### src/psc_pkg.sv
// Package of constants and types for the strap configuration and enable block.
package psc_pkg;

    // ------------------------------------------------------------------
    // Command codes for read-back and control
    // ------------------------------------------------------------------
    localparam logic [7:0] PSC_CMD_OPERATION  = 8'h01; // Operation command.
    localparam logic [7:0] PSC_CMD_ON_OFF_CFG = 8'h02; // On/off config.
    localparam logic [7:0] PSC_CMD_BOOT_CODE  = 8'hDC; // Boot strap code.
    localparam logic [7:0] PSC_CMD_MODE_CODE  = 8'hDD; // Mode strap code.
    localparam logic [7:0] PSC_CMD_FAULT_CODE = 8'hDE; // Fault strap code.
    localparam logic [7:0] PSC_CMD_RAMP_CODE  = 8'hDF; // Ramp strap code.

    // ------------------------------------------------------------------
    // Field positions
    // ------------------------------------------------------------------
    localparam int PSC_OP_ON_BIT      = 7;  // Operation on bit.
    localparam int PSC_CFG_PIN_BIT    = 1;  // Pin is honoured.
    localparam int PSC_CFG_CMD_BIT    = 0;  // Command is honoured.
    localparam int PSC_PFM_BIT        = 7;  // Mode strap: forced PWM.
    localparam int PSC_TCOMP_HI       = 6;  // Mode strap: temp comp.
    localparam int PSC_TCOMP_LO       = 5;
    localparam int PSC_ADDR_HI        = 4;  // Mode strap: address.
    localparam int PSC_ULTRA_BIT      = 7;  // Fault strap: ultrasonic.
    localparam int PSC_FAULT_BIT      = 6;  // Fault strap: retry policy.
    localparam int PSC_FSW_HI         = 5;
    localparam int PSC_FSW_LO         = 3;
    localparam int PSC_GAIN_HI        = 2;
    localparam int PSC_RAMP_HI        = 7;  // Ramp strap fields.
    localparam int PSC_RAMP_LO        = 5;
    localparam int PSC_RR_HI          = 4;
    localparam int PSC_RR_LO          = 3;
    localparam int PSC_MULT_BIT       = 2;

    // ------------------------------------------------------------------
    // Reset values and address base
    // ------------------------------------------------------------------
    localparam logic [7:0] PSC_OP_RESET   = 8'h00; // Operation: off.
    localparam logic [7:0] PSC_CFG_RESET  = 8'h02; // Pin only.
    localparam logic [6:0] PSC_ADDR_BASE  = 7'h60; // Address for code 0.

    // ------------------------------------------------------------------
    // Timing
    // ------------------------------------------------------------------
    localparam int PSC_CLK_MHZ        = 100;  // Clock rate in MHz.
    localparam int PSC_TIMEOUT_US     = 5500; // Typical start timeout.
    localparam int PSC_TIMEOUT_MAX_US = 6500; // Worst-case timeout.
    localparam int PSC_TIMEOUT_CYC    = PSC_TIMEOUT_US * PSC_CLK_MHZ;

    // ------------------------------------------------------------------
    // Types
    // ------------------------------------------------------------------
    typedef enum logic [1:0] {
        PSC_ST_OFF   = 2'b00, // Bias rails not yet up.
        PSC_ST_SAMP  = 2'b01, // Capturing strap codes.
        PSC_ST_WAIT  = 2'b10, // Start-up timeout running.
        PSC_ST_READY = 2'b11  // Power good, enable gating live.
    } psc_state_t;

    // Decoded configuration driven toward the regulator.
    typedef struct packed {
        logic [7:0] boot_code;     // Boot voltage code.
        logic       forced_pwm;    // 1 forces PWM, 0 allows light load.
        logic [1:0] temp_comp;     // Temperature compensation select.
        logic [6:0] bus_address;   // Seven-bit serial bus address.
        logic       ultrasonic;    // Ultrasonic light load enable.
        logic       fault_retry;   // 1 selects retry, 0 latch off.
        logic [2:0] freq_sel;      // Switching frequency select.
        logic [2:0] gain_sel;      // Error amplifier gain select.
        logic [2:0] ramp_sel;      // Ramp rate select.
        logic [1:0] ripple_sel;    // Ripple resistance select.
        logic       gain_mult;     // Gain multiplier, 1 means 2x.
    } psc_cfg_t;

    // Bias and enable levels that gate the controller.
    typedef struct packed {
        logic high_bias_rail;      // High bias rail above threshold.
        logic driver_bias_rail;    // Driver bias rail above threshold.
        logic vcc_rail;            // Logic bias above threshold.
        logic vin_rail;            // Input rail above threshold.
        logic enable_pin;          // Enable pin above threshold.
    } psc_bias_t;

endpackage

### src/psc_sync.sv
// Two-flop synchroniser for a vector of asynchronous levels.
`timescale 1ns/100ps
`default_nettype none
module psc_sync
    import psc_pkg::*;
#(
    parameter int W = 1
) (
    input  wire logic         ref_clk,
    input  wire logic         resetn,
    input  wire logic [W-1:0] async_in,
    output logic      [W-1:0] sync_out
);
    // ------------------------------------------------------------------
    // Synchroniser stages
    // ------------------------------------------------------------------
    logic [W-1:0] meta_reg;   // First stage, read only by the second.

    // Both stages clear to zero so everything reads as "below threshold".
    always_ff @(posedge ref_clk) begin
        if (!resetn) begin
            meta_reg <= '0;
            sync_out <= '0;
        end else begin
            meta_reg <= async_in;
            sync_out <= meta_reg;
        end
    end
endmodule
`default_nettype wire

### src/psc_top.sv
// Strap sampling, decoding, command read-back and enable gating.
`timescale 1ns/100ps
`default_nettype none

// Overview of operation
// Enable only after all rails, pin, timeout.
// Drop enable when any rail or pin falls.
// On/off config picks command, pin or both; the pin is always required.
// Boot strap gives full 8-bit voltage code.
// Mode bit 7 clear allows light load.
// Mode bits 6:5 pick temperature compensation.
// Mode bits 4:0 pick bus address.
// Fault strap bit 7 enables ultrasonic mode.
// Fault strap bit 6 picks latch or retry.
// Fault strap bits pick frequency and gain.
// Ramp strap bits 7:5 pick ramp rate.
// Ramp strap bits 4:3 pick ripple resistance.
// Bit 2 picks multiplier; bits 1:0 ignored.
// Commands DC to DF read strap codes.
// Boot code passes through unaltered for mapping.
// Address code zero is 60h, all ones 7Fh.
// Sample straps once after power-up, hold.
module psc_top
    import psc_pkg::*;
#(
    parameter int TIMEOUT_CYC = PSC_TIMEOUT_CYC
) (
    input  wire logic       ref_clk,
    input  wire logic       resetn,
    input  wire psc_bias_t  bias_in,
    input  wire logic [7:0] boot_voltage_strap,
    input  wire logic [7:0] mode_address_strap,
    input  wire logic [7:0] fault_freq_strap,
    input  wire logic [7:0] ramp_gain_strap,
    input  wire logic       cmd_wr,
    input  wire logic       cmd_rd,
    input  wire logic [7:0] cmd_code,
    input  wire logic [7:0] cmd_wdata,
    output logic      [7:0] cmd_rdata,
    output logic            cmd_rvalid,
    output logic            cmd_err,
    output psc_cfg_t        cfg_out,
    output logic            cfg_valid,
    output logic            ctrl_enable
);
    // ------------------------------------------------------------------
    // Input synchronisation
    // ------------------------------------------------------------------
    localparam int SW = 5 + 32;             // Bias levels and four codes.

    logic [SW-1:0] sync_vec;                // Synchronised inputs.
    psc_bias_t     bias_s;                  // Synchronised bias levels.
    logic [7:0]    boot_s;                  // Synchronised boot strap.
    logic [7:0]    mode_s;                  // Synchronised mode strap.
    logic [7:0]    fault_s;                 // Synchronised fault strap.
    logic [7:0]    ramp_s;                  // Synchronised ramp strap.

    // Strap codes come from a slow converter outside this clock, so they
    // are synchronised with the rails; they are quiet while sampled.
    psc_sync #(.W(SW)) u_sync (
        .ref_clk  (ref_clk),
        .resetn   (resetn),
        .async_in ({bias_in, boot_voltage_strap, mode_address_strap,
                    fault_freq_strap, ramp_gain_strap}),
        .sync_out (sync_vec)
    );

    assign bias_s  = psc_bias_t'(sync_vec[SW-1:32]);
    assign boot_s  = sync_vec[31:24];
    assign mode_s  = sync_vec[23:16];
    assign fault_s = sync_vec[15:8];
    assign ramp_s  = sync_vec[7:0];

    // ------------------------------------------------------------------
    // Registers and state
    // ------------------------------------------------------------------
    psc_state_t  state_reg, state_next;     // Power-up sequencer.
    logic [31:0] tmo_reg, tmo_next;         // Start-up timeout counter.
    logic [7:0]  boot_reg;                  // Held boot strap code.
    logic [7:0]  mode_reg;                  // Held mode strap code.
    logic [7:0]  fault_reg;                 // Held fault strap code.
    logic [7:0]  ramp_reg;                  // Held ramp strap code.
    logic [7:0]  op_reg;                    // Operation command value.
    logic [7:0]  cfg_reg;                   // On/off configuration.

    // ------------------------------------------------------------------
    // Decode helpers
    // ------------------------------------------------------------------
    // Maps the five-bit strap field onto the bus address space.
    function automatic logic [6:0] addr_map(input logic [4:0] code);
        addr_map = PSC_ADDR_BASE | {2'b00, code};
    endfunction

    // Answers a read command, flagging codes that are not mapped.
    function automatic logic [8:0] rd_mux(input logic [7:0] code,
                                          input logic [7:0] b,
                                          input logic [7:0] m,
                                          input logic [7:0] f,
                                          input logic [7:0] r,
                                          input logic [7:0] o,
                                          input logic [7:0] c);
        case (code)
            PSC_CMD_BOOT_CODE:  rd_mux = {1'b0, b};
            PSC_CMD_MODE_CODE:  rd_mux = {1'b0, m};
            PSC_CMD_FAULT_CODE: rd_mux = {1'b0, f};
            PSC_CMD_RAMP_CODE:  rd_mux = {1'b0, r};
            PSC_CMD_OPERATION:  rd_mux = {1'b0, o};
            PSC_CMD_ON_OFF_CFG: rd_mux = {1'b0, c};
            default:            rd_mux = {1'b1, 8'h00};
        endcase
    endfunction

    // ------------------------------------------------------------------
    // Combinational conditions
    // ------------------------------------------------------------------
    wire bias_ok  = bias_s.high_bias_rail & bias_s.driver_bias_rail
                  & bias_s.vcc_rail & bias_s.vin_rail;
    wire all_up   = bias_ok & bias_s.enable_pin;
    wire tmo_done = (tmo_reg == 32'(TIMEOUT_CYC - 1));
    // Enable request depends on which sources the config honours.
    wire pin_ok   = ~cfg_reg[PSC_CFG_PIN_BIT] | bias_s.enable_pin;
    wire cmd_ok   = ~cfg_reg[PSC_CFG_CMD_BIT] | op_reg[PSC_OP_ON_BIT];
    wire req_on   = pin_ok & cmd_ok;
    wire [8:0] rd_word = rd_mux(cmd_code, boot_reg, mode_reg, fault_reg,
                                ramp_reg, op_reg, cfg_reg);
    wire wr_op    = cmd_wr & (cmd_code == PSC_CMD_OPERATION);
    wire wr_cfg   = cmd_wr & (cmd_code == PSC_CMD_ON_OFF_CFG);

    // ------------------------------------------------------------------
    // Sequencer next state
    // ------------------------------------------------------------------
    // Bias loss from any state returns to off and clears the timer; the
    // pin always restarts the timeout, whatever the on/off config says.
    always_comb begin
        state_next = state_reg;
        tmo_next   = tmo_reg;
        case (state_reg)
            PSC_ST_OFF: begin
                tmo_next = '0;
                if (bias_ok) begin
                    state_next = PSC_ST_SAMP;
                end
            end
            PSC_ST_SAMP: begin
                state_next = bias_ok ? PSC_ST_WAIT : PSC_ST_OFF;
            end
            PSC_ST_WAIT: begin
                if (!all_up) begin
                    tmo_next = '0;
                    if (!bias_ok) begin
                        state_next = PSC_ST_OFF;
                    end
                end else if (tmo_done) begin
                    state_next = PSC_ST_READY;
                end else begin
                    tmo_next = tmo_reg + 32'd1;
                end
            end
            PSC_ST_READY: begin
                if (!bias_ok) begin
                    state_next = PSC_ST_OFF;
                end else if (!bias_s.enable_pin) begin
                    state_next = PSC_ST_WAIT;
                    tmo_next   = '0;
                end
            end
            default: begin
                state_next = PSC_ST_OFF;
                tmo_next   = '0;
            end
        endcase
    end

    // ------------------------------------------------------------------
    // Sequencer registers
    // ------------------------------------------------------------------
    always_ff @(posedge ref_clk) begin
        if (!resetn) begin
            state_reg <= PSC_ST_OFF;
            tmo_reg   <= '0;
        end else begin
            state_reg <= state_next;
            tmo_reg   <= tmo_next;
        end
    end

    // ------------------------------------------------------------------
    // Strap capture
    // ------------------------------------------------------------------
    // Codes are taken once per power-up; later strap motion is ignored
    // so the regulator never sees its setup change while running.
    always_ff @(posedge ref_clk) begin
        if (!resetn) begin
            boot_reg  <= 8'h00;
            mode_reg  <= 8'h00;
            fault_reg <= 8'h00;
            ramp_reg  <= 8'h00;
        end else if (state_reg == PSC_ST_SAMP) begin
            boot_reg  <= boot_s;
            mode_reg  <= mode_s;
            fault_reg <= fault_s;
            ramp_reg  <= ramp_s;
        end
    end

    // ------------------------------------------------------------------
    // Command registers
    // ------------------------------------------------------------------
    // Strap codes are read-only; writes to them are refused with error.
    always_ff @(posedge ref_clk) begin
        if (!resetn) begin
            op_reg  <= PSC_OP_RESET;
            cfg_reg <= PSC_CFG_RESET;
        end else begin
            if (wr_op) begin
                op_reg <= cmd_wdata;
            end
            if (wr_cfg) begin
                cfg_reg <= cmd_wdata;
            end
        end
    end

    // ------------------------------------------------------------------
    // Read answer
    // ------------------------------------------------------------------
    always_ff @(posedge ref_clk) begin
        if (!resetn) begin
            cmd_rdata  <= 8'h00;
            cmd_rvalid <= 1'b0;
            cmd_err    <= 1'b0;
        end else begin
            cmd_rvalid <= cmd_rd;
            cmd_rdata  <= cmd_rd ? rd_word[7:0] : 8'h00;
            cmd_err    <= (cmd_rd & rd_word[8])
                        | (cmd_wr & ~wr_op & ~wr_cfg);
        end
    end

    // ------------------------------------------------------------------
    // Decoded configuration and enable output
    // ------------------------------------------------------------------
    // Enable drops in the same edge the sequencer leaves ready, so a
    // falling rail disables within the synchroniser delay plus one.
    always_ff @(posedge ref_clk) begin
        if (!resetn) begin
            cfg_out     <= '0;
            cfg_valid   <= 1'b0;
            ctrl_enable <= 1'b0;
        end else begin
            cfg_valid   <= (state_reg == PSC_ST_WAIT)
                         | (state_reg == PSC_ST_READY);
            ctrl_enable <= (state_next == PSC_ST_READY) & req_on;
            cfg_out.boot_code   <= boot_reg;
            cfg_out.forced_pwm  <= mode_reg[PSC_PFM_BIT];
            cfg_out.temp_comp   <= mode_reg[PSC_TCOMP_HI:PSC_TCOMP_LO];
            cfg_out.bus_address <= addr_map(mode_reg[PSC_ADDR_HI:0]);
            cfg_out.ultrasonic  <= fault_reg[PSC_ULTRA_BIT];
            cfg_out.fault_retry <= ~fault_reg[PSC_FAULT_BIT];
            cfg_out.freq_sel    <= fault_reg[PSC_FSW_HI:PSC_FSW_LO];
            cfg_out.gain_sel    <= fault_reg[PSC_GAIN_HI:0];
            cfg_out.ramp_sel    <= ramp_reg[PSC_RAMP_HI:PSC_RAMP_LO];
            cfg_out.ripple_sel  <= ramp_reg[PSC_RR_HI:PSC_RR_LO];
            cfg_out.gain_mult   <= ramp_reg[PSC_MULT_BIT];
        end
    end

endmodule
`default_nettype wire

### config.mk
export PLATFORM = sky130hd
export DESIGN_NAME = psc_top
export DESIGN_NICKNAME = d
export VERILOG_FILES = /design/src/psc_pkg.sv /design/src/psc_sync.sv /design/src/psc_top.sv
export SDC_FILE = /design/constraint.sdc
export NUM_CORES = 1
export LEC_CHECK = 0
export ABC_AREA = 1
export BUFFER_PORTS_ARGS = -buffer_cell sky130_fd_sc_hd__buf_2
export CAP_MARGIN = 20
export CORE_UTILIZATION = 43
export DETAILED_ROUTE_END_ITERATION = 6
export GPL_ROUTABILITY_DRIVEN = 1
export GPL_TIMING_DRIVEN = 0
export PLACE_DENSITY = 0.71
export SYNTH_ARGS = -nofsm -noshare
export SYNTH_HDL_FRONTEND = slang
export SYNTH_SLANG_ARGS = --single-unit
export TNS_END_PERCENT = 50
### constraint.sdc
create_clock -name ref_clk -period 4.7 [get_ports ref_clk]
set_input_delay 0.235 -clock ref_clk [delete_from_list [all_inputs] [get_ports ref_clk]]
set_output_delay 0.235 -clock ref_clk [all_outputs]
set_load 0.005 [all_outputs]
# Word level (Yosys, flattened, before mapping)
# Index checks and enable logic that the tools add are counted.
# word_totals
wordCells	81
reg_bits	200
out_inout_bits	44
in_bits	57
# classes
bitwise	20
n_mux	15
n_reduce_logical	4
n_eq_ne	14
addsub	1
# ops
operator	n
$mux W32	4
$pmux W32 S3	1
$pmux W9 S6	1
$add A32 B1 Y32 const B	1
$eq A32 B20 Y1 const B	1
$eq A8 B8 Y1 const B	4
$mux W21	1
$mux W2	7
$and A1 B1 Y1	11
$eq A8 B1 Y1 const B	1
$eq A8 B2 Y1 const B	1
$pmux W2 S4	1
$eq A2 B2 Y1 const B	3
$not A1 Y1	5
$ne A2 B2 Y1 const B	2
$or A1 B1 Y1	4
$reduce_and A4 Y1	1
$ne A3 B3 Y1 const B	1
$reduce_bool A3 Y1	1
$eq A2 B1 Y1 const B	1
$logic_not A2 Y1	1
$reduce_and A2 Y1	1

# Depth between registers and ports, before layout
# Gate-level depths: netlist (run 1).
# logic_depth
word_depth	8
mapped_depth	12
ltp_nobuf	11

# Modules after synthesis
# A second synthesis (run 1) with hierarchy kept.
# hier_totals
hier_cells	1093
area_unflattened_um2	7870.0
# by_module_without_submodules
mod	cells_each	seq_area_each_um2	area_per_inst_um2	instances
psc_top	863	2502.4	5753.0	1
psc_sync	230	1481.4	2117.0	1

# Worst setup path after synthesis (run 1)
# No wires, ideal clock.
# synth_timing
path_kind	register to register
from	reg tmo_reg[0]
to	reg tmo_reg[18]
setup_slack_ps	3014
setup_time_ps	69
period_less_slack_ps	1686
path_stages_with_launch	11
path_buffers	1
required_time_ps	4631
arrival_ps	1618
path_cell_list	dfxtp_1 ha_1 inv_2 nor2_4 nand3_2 nor2_2 nand3_4 nand2_4 buf_12 nand2_1 a21oi_2
# synth_between
elab_chain_cells	4
word_cells_on_any_way	7
cone_classes	1 x add/sub; 2 x eq/ne; 3 x mux; 1 x reduce/logical
# synth_lines
item	line	rtl
start, declared	psc_top.sv:78	logic [31:0] tmo_reg, tmo_next;
start signal, assigned	psc_top.sv:183	tmo_reg <= tmo_next;
$add A32 B1 Y32	psc_top.sv:156	tmo_next = tmo_reg + 32'd1;
$mux W32	psc_top.sv:153	end else if (tmo_done) begin
$mux W32	psc_top.sv:148	if (!all_up) begin
$pmux W32 S3	psc_top.sv:137	case (state_reg)
# Several ways; a longest one is shown, not always the timed one. The select of a mux whose other input is x is not followed.
# A chain may end at the register's enable or synchronous reset.

# Final worst setup path (run 1)
# layout_timing
from	reg tmo_reg[0]
to	reg ctrl_enable
# layout_between
elab_chain_cells	6
# layout_lines
item	line	rtl
$eq A32 B20 Y1	psc_top.sv:119	wire tmo_done = (tmo_reg == 32'(TIMEOUT_CYC - 1));
$mux W2	psc_top.sv:153	
$mux W2	psc_top.sv:148	
$pmux W2 S4	psc_top.sv:137	
$eq A2 B2 Y1	psc_top.sv:253	ctrl_enable <= (state_next == PSC_ST_READY) & req_on;
$and A1 B1 Y1	psc_top.sv:253	
end signal, assigned	psc_top.sv:253	
end, declared	psc_top.sv:44	output logic ctrl_enable
# No other way between the ends.

==> flow_metrics.env, run 1 <==
export IMPL_syn_inst=1122
export IMPL_cp_start_kind="flop"
export IMPL_cts_tree="built"
export IMPL_ys_seq_area_frac=0.494
export IMPL_rsz0062_at_grt="no"
export IMPL_grt_pass1_wl_mm=34.4
export IMPL_design_area_sq_um=9850
export IMPL_netlist_area_sq_um=8060
export IMPL_core_sq_um=18100
export IMPL_cts_sinks=199
export IMPL_num_io_pins=101
export IMPL_cp_required_ns=5.00
export IMPL_endpoint_kind="flop"
export IMPL_grt_max_degree=22
export IMPL_routabilityCongestion=0.960
export IMPL_setup_ws_ns=2.56
export IMPL_peakVddDrop_v=0.000272
export IMPL_timing_final_crit_share=0.455
export IMPL_dr_pass1_iters=7
export IMPL_layout_commonest_cell="nand2_1"
export IMPL_skew_ns=0.0157
export IMPL_post_place_ws_ns=2.58
export IMPL_fmax_ghz=0.468
export IMPL_overflow=0
export IMPL_hold_violations=0
export IMPL_relSlewSlack=0.481
export IMPL_hp_class="primary input to flop"
export IMPL_period_minus_slack_ns=2.14
export IMPL_antenna_left=0
export IMPL_start_util=0.444
export IMPL_avgSynthCellArea_sq_um=7.19
export IMPL_finalMaxSlewViolations=0
export IMPL_clockRootBuffer="clkbuf_16"
export IMPL_path_clk_slew_ns=0.08
export IMPL_cp_arrival_ns=2.44
export IMPL_port_buffers=100
export IMPL_h_tree_depth=4
export IMPL_grt_pass1_vias=6873
export IMPL_numCtsBuffers=17
export IMPL_antenna_found_initial=1
export IMPL_wirelength_mm=21.4
export IMPL_die_h_um=139
export IMPL_reg2reg_to="ctrl_enable$_SDFF_PN0_"
export IMPL_rrSetupSlack_ns=2.56
export IMPL_final_cell_mix="303 x nand2_1, 199 x dfxtp_1, 189 x inv_1, 149 x nor2_1, 103 x buf_2"
export IMPL_status="finished with violations"
export IMPL_worstSetupPathType="flop to flop"
export IMPL_cp_max_fo=10
export IMPL_ys_ff_latch=199
export IMPL_hpwl_mm=15.5
export IMPL_drv_cap=0
export IMPL_reg2reg_from="tmo_reg[0]$_SDFFE_PN0P_"
export IMPL_vias_per_cell=4.83
export IMPL_min_delay_path_depth=3
export IMPL_power_density_nw_per_um2=341
export IMPL_cts_buffer_depth=2
export IMPL_yosysWarnings=0
export IMPL_hold_path_end="u_sync.meta_reg[0]$_SDFF_PN0_"
export IMPL_worstMarginPinSlew_ns=0.773
export IMPL_drt_iter0_drc=553
export IMPL_total_leakage_power_nw=4.84
export IMPL_syn_to_final_growth_pct=22.1
export IMPL_clk_latency_ns=0.44
export IMPL_placed_area_sq_um=8850
export IMPL_die_w_um=139
export IMPL_worst_hold_startpoint="ramp_gain_strap[0]"
export IMPL_rows=49
export IMPL_violations="design-rule violations"
export IMPL_final_layout_size_suffix_gt1_frac=0.144
export IMPL_nNetsFinal=1335
export IMPL_grtUsageTotal=0.229
export IMPL_fin_setup_tns_ns=0
export IMPL_dieArea_sq_um=19300
export IMPL_rr_worst_depth=8
export IMPL_drc_errors=9
export IMPL_yosysUniqueCellTypes=41
export IMPL_synth_fp_nets=1180
export IMPL_num_vias=7346
export IMPL_setup_viol=0
export IMPL_wl_per_cell_um=14.1
-- metrics by stage --
step	power [mW]	hold slack [ns]	instances	util
2_1_floorplan	1.82	0.263	1122	-
3_3_place_gp	1.87	0.395	1451	0.488
3_5_place_dp	1.87	0.395	1451	0.488
4_1_cts	3.38	0.00949	1519	0.543
5_1_grt	3.47	0.0244	1519	0.543
6_report	3.36	0.0363	1520	0.543
-- synthesized netlist by cell type, drive strengths merged --
library cell / instances / share of area
a21oi: 42 / 0.031
or2: 2 / 0.0016
nand2: 309 / 0.15
nor2: 163 / 0.085
nor3: 17 / 0.012
a31oi: 4 / 0.0031
dfxtp: 199 / 0.49
o221ai: 1 / 0.0011
a211oi: 1 / 0.00093
ha: 1 / 0.0016
nand3b: 2 / 0.0019
clkinv: 1 / 0.00047
o22ai: 1 / 0.00078
o211ai: 1 / 0.00093
o21ai: 57 / 0.037
inv: 194 / 0.090
buf: 11 / 0.012
xnor2: 1 / 0.0011
xor2: 2 / 0.0022
clkbuf: 24 / 0.011
nand3: 53 / 0.035
nor4: 1 / 0.00078
o21bai: 2 / 0.0019
nand4: 33 / 0.028
-- per-layer routing --
metal  vias to the layer above  share of wire  GRT usage
li1                       3748              -          -
met1                      3322           0.45      0.291
met2                       243           0.47      0.385
met3                        33          0.061     0.0449
met4                         0          0.022     0.0854
met5                         -              0          0
-- final cells by class --
| class | instances | area [sq um] |
|---|---|---|
| antenna | 1 | 2.50 |
| clock buffer | 17 | 425 |
| clock inverter | 15 | 209 |
| fill | 1728 | 8300 |
| buffer | 35 | 185 |
| tap | 229 | 287 |
| inverter | 195 | 732 |
| sequential | 199 | 3980 |
| timing repair buffer | 136 | 861 |
| multi-input combinational | 693 | 3160 |
-- worst max-delay path, stage by stage, from the launching register on --
cell	delay (ns)
dfxtp_1	0.45
ha_1	0.36
inv_2	0.07
nor2_4	0.19
nand3_2	0.09
nor2_2	0.17
nand3_4	0.12
buf_6	0.17
a211oi_1	0.37
-- cell families (layout without fill, tap and decap cells) --
group	Yosys count	in the layout	share of synthesized area
simple gates	580	580	0.311
other cells	0	1	0
compound gates	109	109	0.0766
flops	199	199	0.494
fa+ha+maj	1	1	0.00155
xor+xnor	3	3	0.00326
buf+inv	230	398	0.114
-- how the worst max path moves through the flow --
| stage | startpoint | end | slack (ns) | depth (start not counted) |
|---|---|---|---|---|
| finish | tmo_reg[0]$_SDFFE_PN0P_ | ctrl_enable$_SDFF_PN0_ | 2.56 | 8 |
| global route | tmo_reg[0]$_SDFFE_PN0P_ | ctrl_enable$_SDFF_PN0_ | 2.45 | 8 |
| CTS | tmo_reg[0]$_SDFFE_PN0P_ | ctrl_enable$_SDFF_PN0_ | 2.56 | 8 |
| detailed placement | tmo_reg[0]$_SDFFE_PN0P_ | ctrl_enable$_SDFF_PN0_ | 2.58 | 8 |
| global placement | tmo_reg[0]$_SDFFE_PN0P_ | ctrl_enable$_SDFF_PN0_ | 2.60 | 8 |
| floorplan | tmo_reg[0]$_SDFFE_PN0P_ | tmo_reg[18]$_SDFFE_PN0P_ | 3.01 | 10 |
-- where the power goes --
| part | switching, mW | leakage [nW] | internal, mW |
|---|---|---|---|
| Clock | 0.731 | 0.301 | 0.773 |
| Combinational | 0.0739 | 2.92 | 0.0553 |
| Sequential | 0.00943 | 1.62 | 1.72 |
-- repair_timing --
action	4_1_cts	5_1_grt
resized for setup	0	0
endpoints found under the setup margin	0	0
hold buffers	36	0
endpoints found under the hold margin	36	0
buffers inserted	0	0
No activity file was read; power rests on OpenSTA's default activity.
==> run 2, diff against run 1 <==
==> constraint.sdc (replaced) <==
create_clock -name ref_clk -period 2.1 [get_ports ref_clk]
set_input_delay 0.105 -clock ref_clk [delete_from_list [all_inputs] [get_ports ref_clk]]
set_output_delay 0.105 -clock ref_clk [all_outputs]
set_load 0.005 [all_outputs]
==> run 2 against run 1 <==
The flow now finishes without violations. Routed wire length grew 1.2%. Maximum frequency grew 12%. Final area increased by 1.2%. Via count increased by 0.88%. Sequential cell count stayed put. Total power increased by 120%. Sequential power up 120%. Non-clock buffer count increased by 11. Critical path depth rose by 2. Combinational power rose by 140%. Sequential share of layout area shrank 0.48 points. Count of clock-buffer cells in the layout is the same. Critical path type unchanged.
==> flow_metrics.env, run 2 (same netlist as run 1, synthesis figures left out) <==
export IMPL_relSlewSlack=0.460
export IMPL_layout_commonest_cell="nand2_1"
export IMPL_use_met3=0.0456
export IMPL_hp_class="primary input to flop"
export IMPL_h_tree_depth=4
export IMPL_grt_max_degree=22
export IMPL_grtUsageMet1=0.292
export IMPL_port_buffers=100
export IMPL_worstMarginPinSlew_ns=0.803
export IMPL_grt_pass1_wl_mm=34.9
export IMPL_grtUsageTotal=0.232
export IMPL_placed_area_sq_um=8850
export IMPL_crit_buf_inv=1
export IMPL_critPathMaxStageDelay_ns=0.38
export IMPL_num_io_pins=101
export IMPL_path_clk_slew_ns=0.08
export IMPL_cts_tree="built"
export IMPL_wl_per_cell_um=14.2
export IMPL_hpwl_mm=15.5
export IMPL_cp_slowest_cell="nor2_1"
export IMPL_cp_required_ns=2.43
export IMPL_core_sq_um=18100
export IMPL_syn_to_final_growth_pct=23.6
export IMPL_drt_iter0_drc=548
export IMPL_cp_arrival_ns=2.25
export IMPL_clk_latency_ns=0.43
export IMPL_status="complete, no violations"
export IMPL_skew_ns=0.0154
export IMPL_die_w_um=139
export IMPL_gr_usage_met2=0.388
export IMPL_post_place_ws_ns=-0.0220
export IMPL_dr_pass1_iters=7
export IMPL_vias_per_cell=4.84
export IMPL_setup_ws_ns=0.182
export IMPL_rows=49
export IMPL_grt_pass1_vias=7014
export IMPL_hold_violations=0
export IMPL_power_density_nw_per_um2=756
export IMPL_fillers=1720
export IMPL_antenna_found_initial=0
export IMPL_start_util=0.444
export IMPL_fin_setup_tns_ns=0
export IMPL_overflow=0
export IMPL_total_leakage_power_nw=4.88
export IMPL_final_cell_mix="303 x nand2_1, 198 x dfxtp_1, 189 x inv_1, 148 x nor2_1, 103 x buf_2"
export IMPL_cts_buffer_depth=2
export IMPL_drc_errors=0
export IMPL_cts_sinks=199
export IMPL_timing_final_crit_share=0.913
export IMPL_worstSetupPathType="flop to flop"
export IMPL_top_usage_layer="met2"
export IMPL_wirelength_mm=21.7
export IMPL_die_h_um=139
export IMPL_final_util=0.549
export IMPL_rsz0062_at_grt="no"
export IMPL_antenna_left=0
export IMPL_finalMaxSlewViolations=0
export IMPL_routabilityCongestion=0.960
export IMPL_endpoint_kind="flop"
export IMPL_design_area_sq_um=9970
export IMPL_cp_cell_sequence="buf_4 -> nand3_1 -> nor2_1 -> nand4_1 -> nor2_2 -> nand2_1 -> nand2_1 -> nand2_1 -> nand2_1 -> nor2_1"
export IMPL_dieArea_sq_um=19300
export IMPL_drv_cap=0
export IMPL_period_minus_slack_ns=1.92
export IMPL_clockRootBuffer="clkbuf_16"
export IMPL_numCtsBuffers=17
export IMPL_peakVddDrop_v=0.000610
export IMPL_crit_top_cell="nand2_1"
export IMPL_nNetsFinal=1346
export IMPL_path_delay_family="simple AND/OR/NAND/NOR gates"
export IMPL_setup_viol=0
export IMPL_final_layout_size_suffix_gt1_frac=0.146
export IMPL_cp_start_kind="flop"
export IMPL_fmax_ghz=0.521
export IMPL_cp_max_fo=7
export IMPL_num_vias=7411
## run 2: layout make-up
cell class / count / area [sq um] / area share
flip-flops and latches: 199 / 3990 / 0.400
multi-input cells: 693 / 3170 / 0.318
repair buffers: 147 / 971 / 0.0974
inverters: 195 / 732 / 0.0734
clock buffers: 17 / 425 / 0.0427
well taps: 229 / 287 / 0.0287
clock inverters: 15 / 209 / 0.0210
plain buffers: 35 / 185 / 0.0186
diodes: 1 / 2.50 / 0.000251
## run 2: layer usage
| metal | up-vias | part of all wire |
|---|---|---|
| met2 | 268 | 0.46 |
| met3 | 36 | 0.063 |
| met5 | - | 0 |
| met1 | 3341 | 0.45 |
| met4 | 0 | 0.026 |
| li1 | 3766 | - |
## run 2: per-stage QoR
step	std cells	power (mW)	hold slack (ns)
after global routing	1530	7.79	0.0378
final	1531	7.54	0.0658
after CTS	1530	7.59	0.0409
after global placement	1451	4.18	0.289
after floorplan	1122	4.06	0.133
after detailed placement	1451	4.19	0.289
## run 2: worst reg2reg max path: cells and delay by family, from the launching register on
| family | cells | cell delay [ns] |
|---|---|---|
| buf+inv | 1 | 0.14 |
| flops | 1 | 0.31 |
| simple gates | 9 | 1.38 |
## run 2: path summary, 6_finish.rpt
path / startpoint / endpoint / slack (ns) / depth (start not counted)
min reg2reg: u_sync.meta_reg[21]$_SDFF_PN0_ / u_sync.sync_out[21]$_SDFF_PN0_ / 0.41 / 2
min: cmd_wr / cmd_err$_SDFF_PN0_ / 0.07 / 3
max: tmo_reg[2]$_SDFFE_PN0P_ / tmo_reg[29]$_SDFFE_PN0P_ / 0.18 / 10
max reg2reg: tmo_reg[2]$_SDFFE_PN0P_ / tmo_reg[29]$_SDFFE_PN0P_ / 0.18 / 10
## run 2: where the power goes
part,internal [mW],total [mW],switching [mW]
Sequential,3.84,3.86,0.0211
Clock,1.73,3.37,1.64
Combinational,0.137,0.307,0.170
Total,5.71,7.54,1.83
## run 2: repair_timing
action / CTS / global route
gates resized for setup: 1 / 3
setup buffers: 0 / 0
cloned: 0 / 0
hold buffers: 47 / 0
setup endpoints to repair: 1 / 14
hold endpoints to repair: 54 / 0
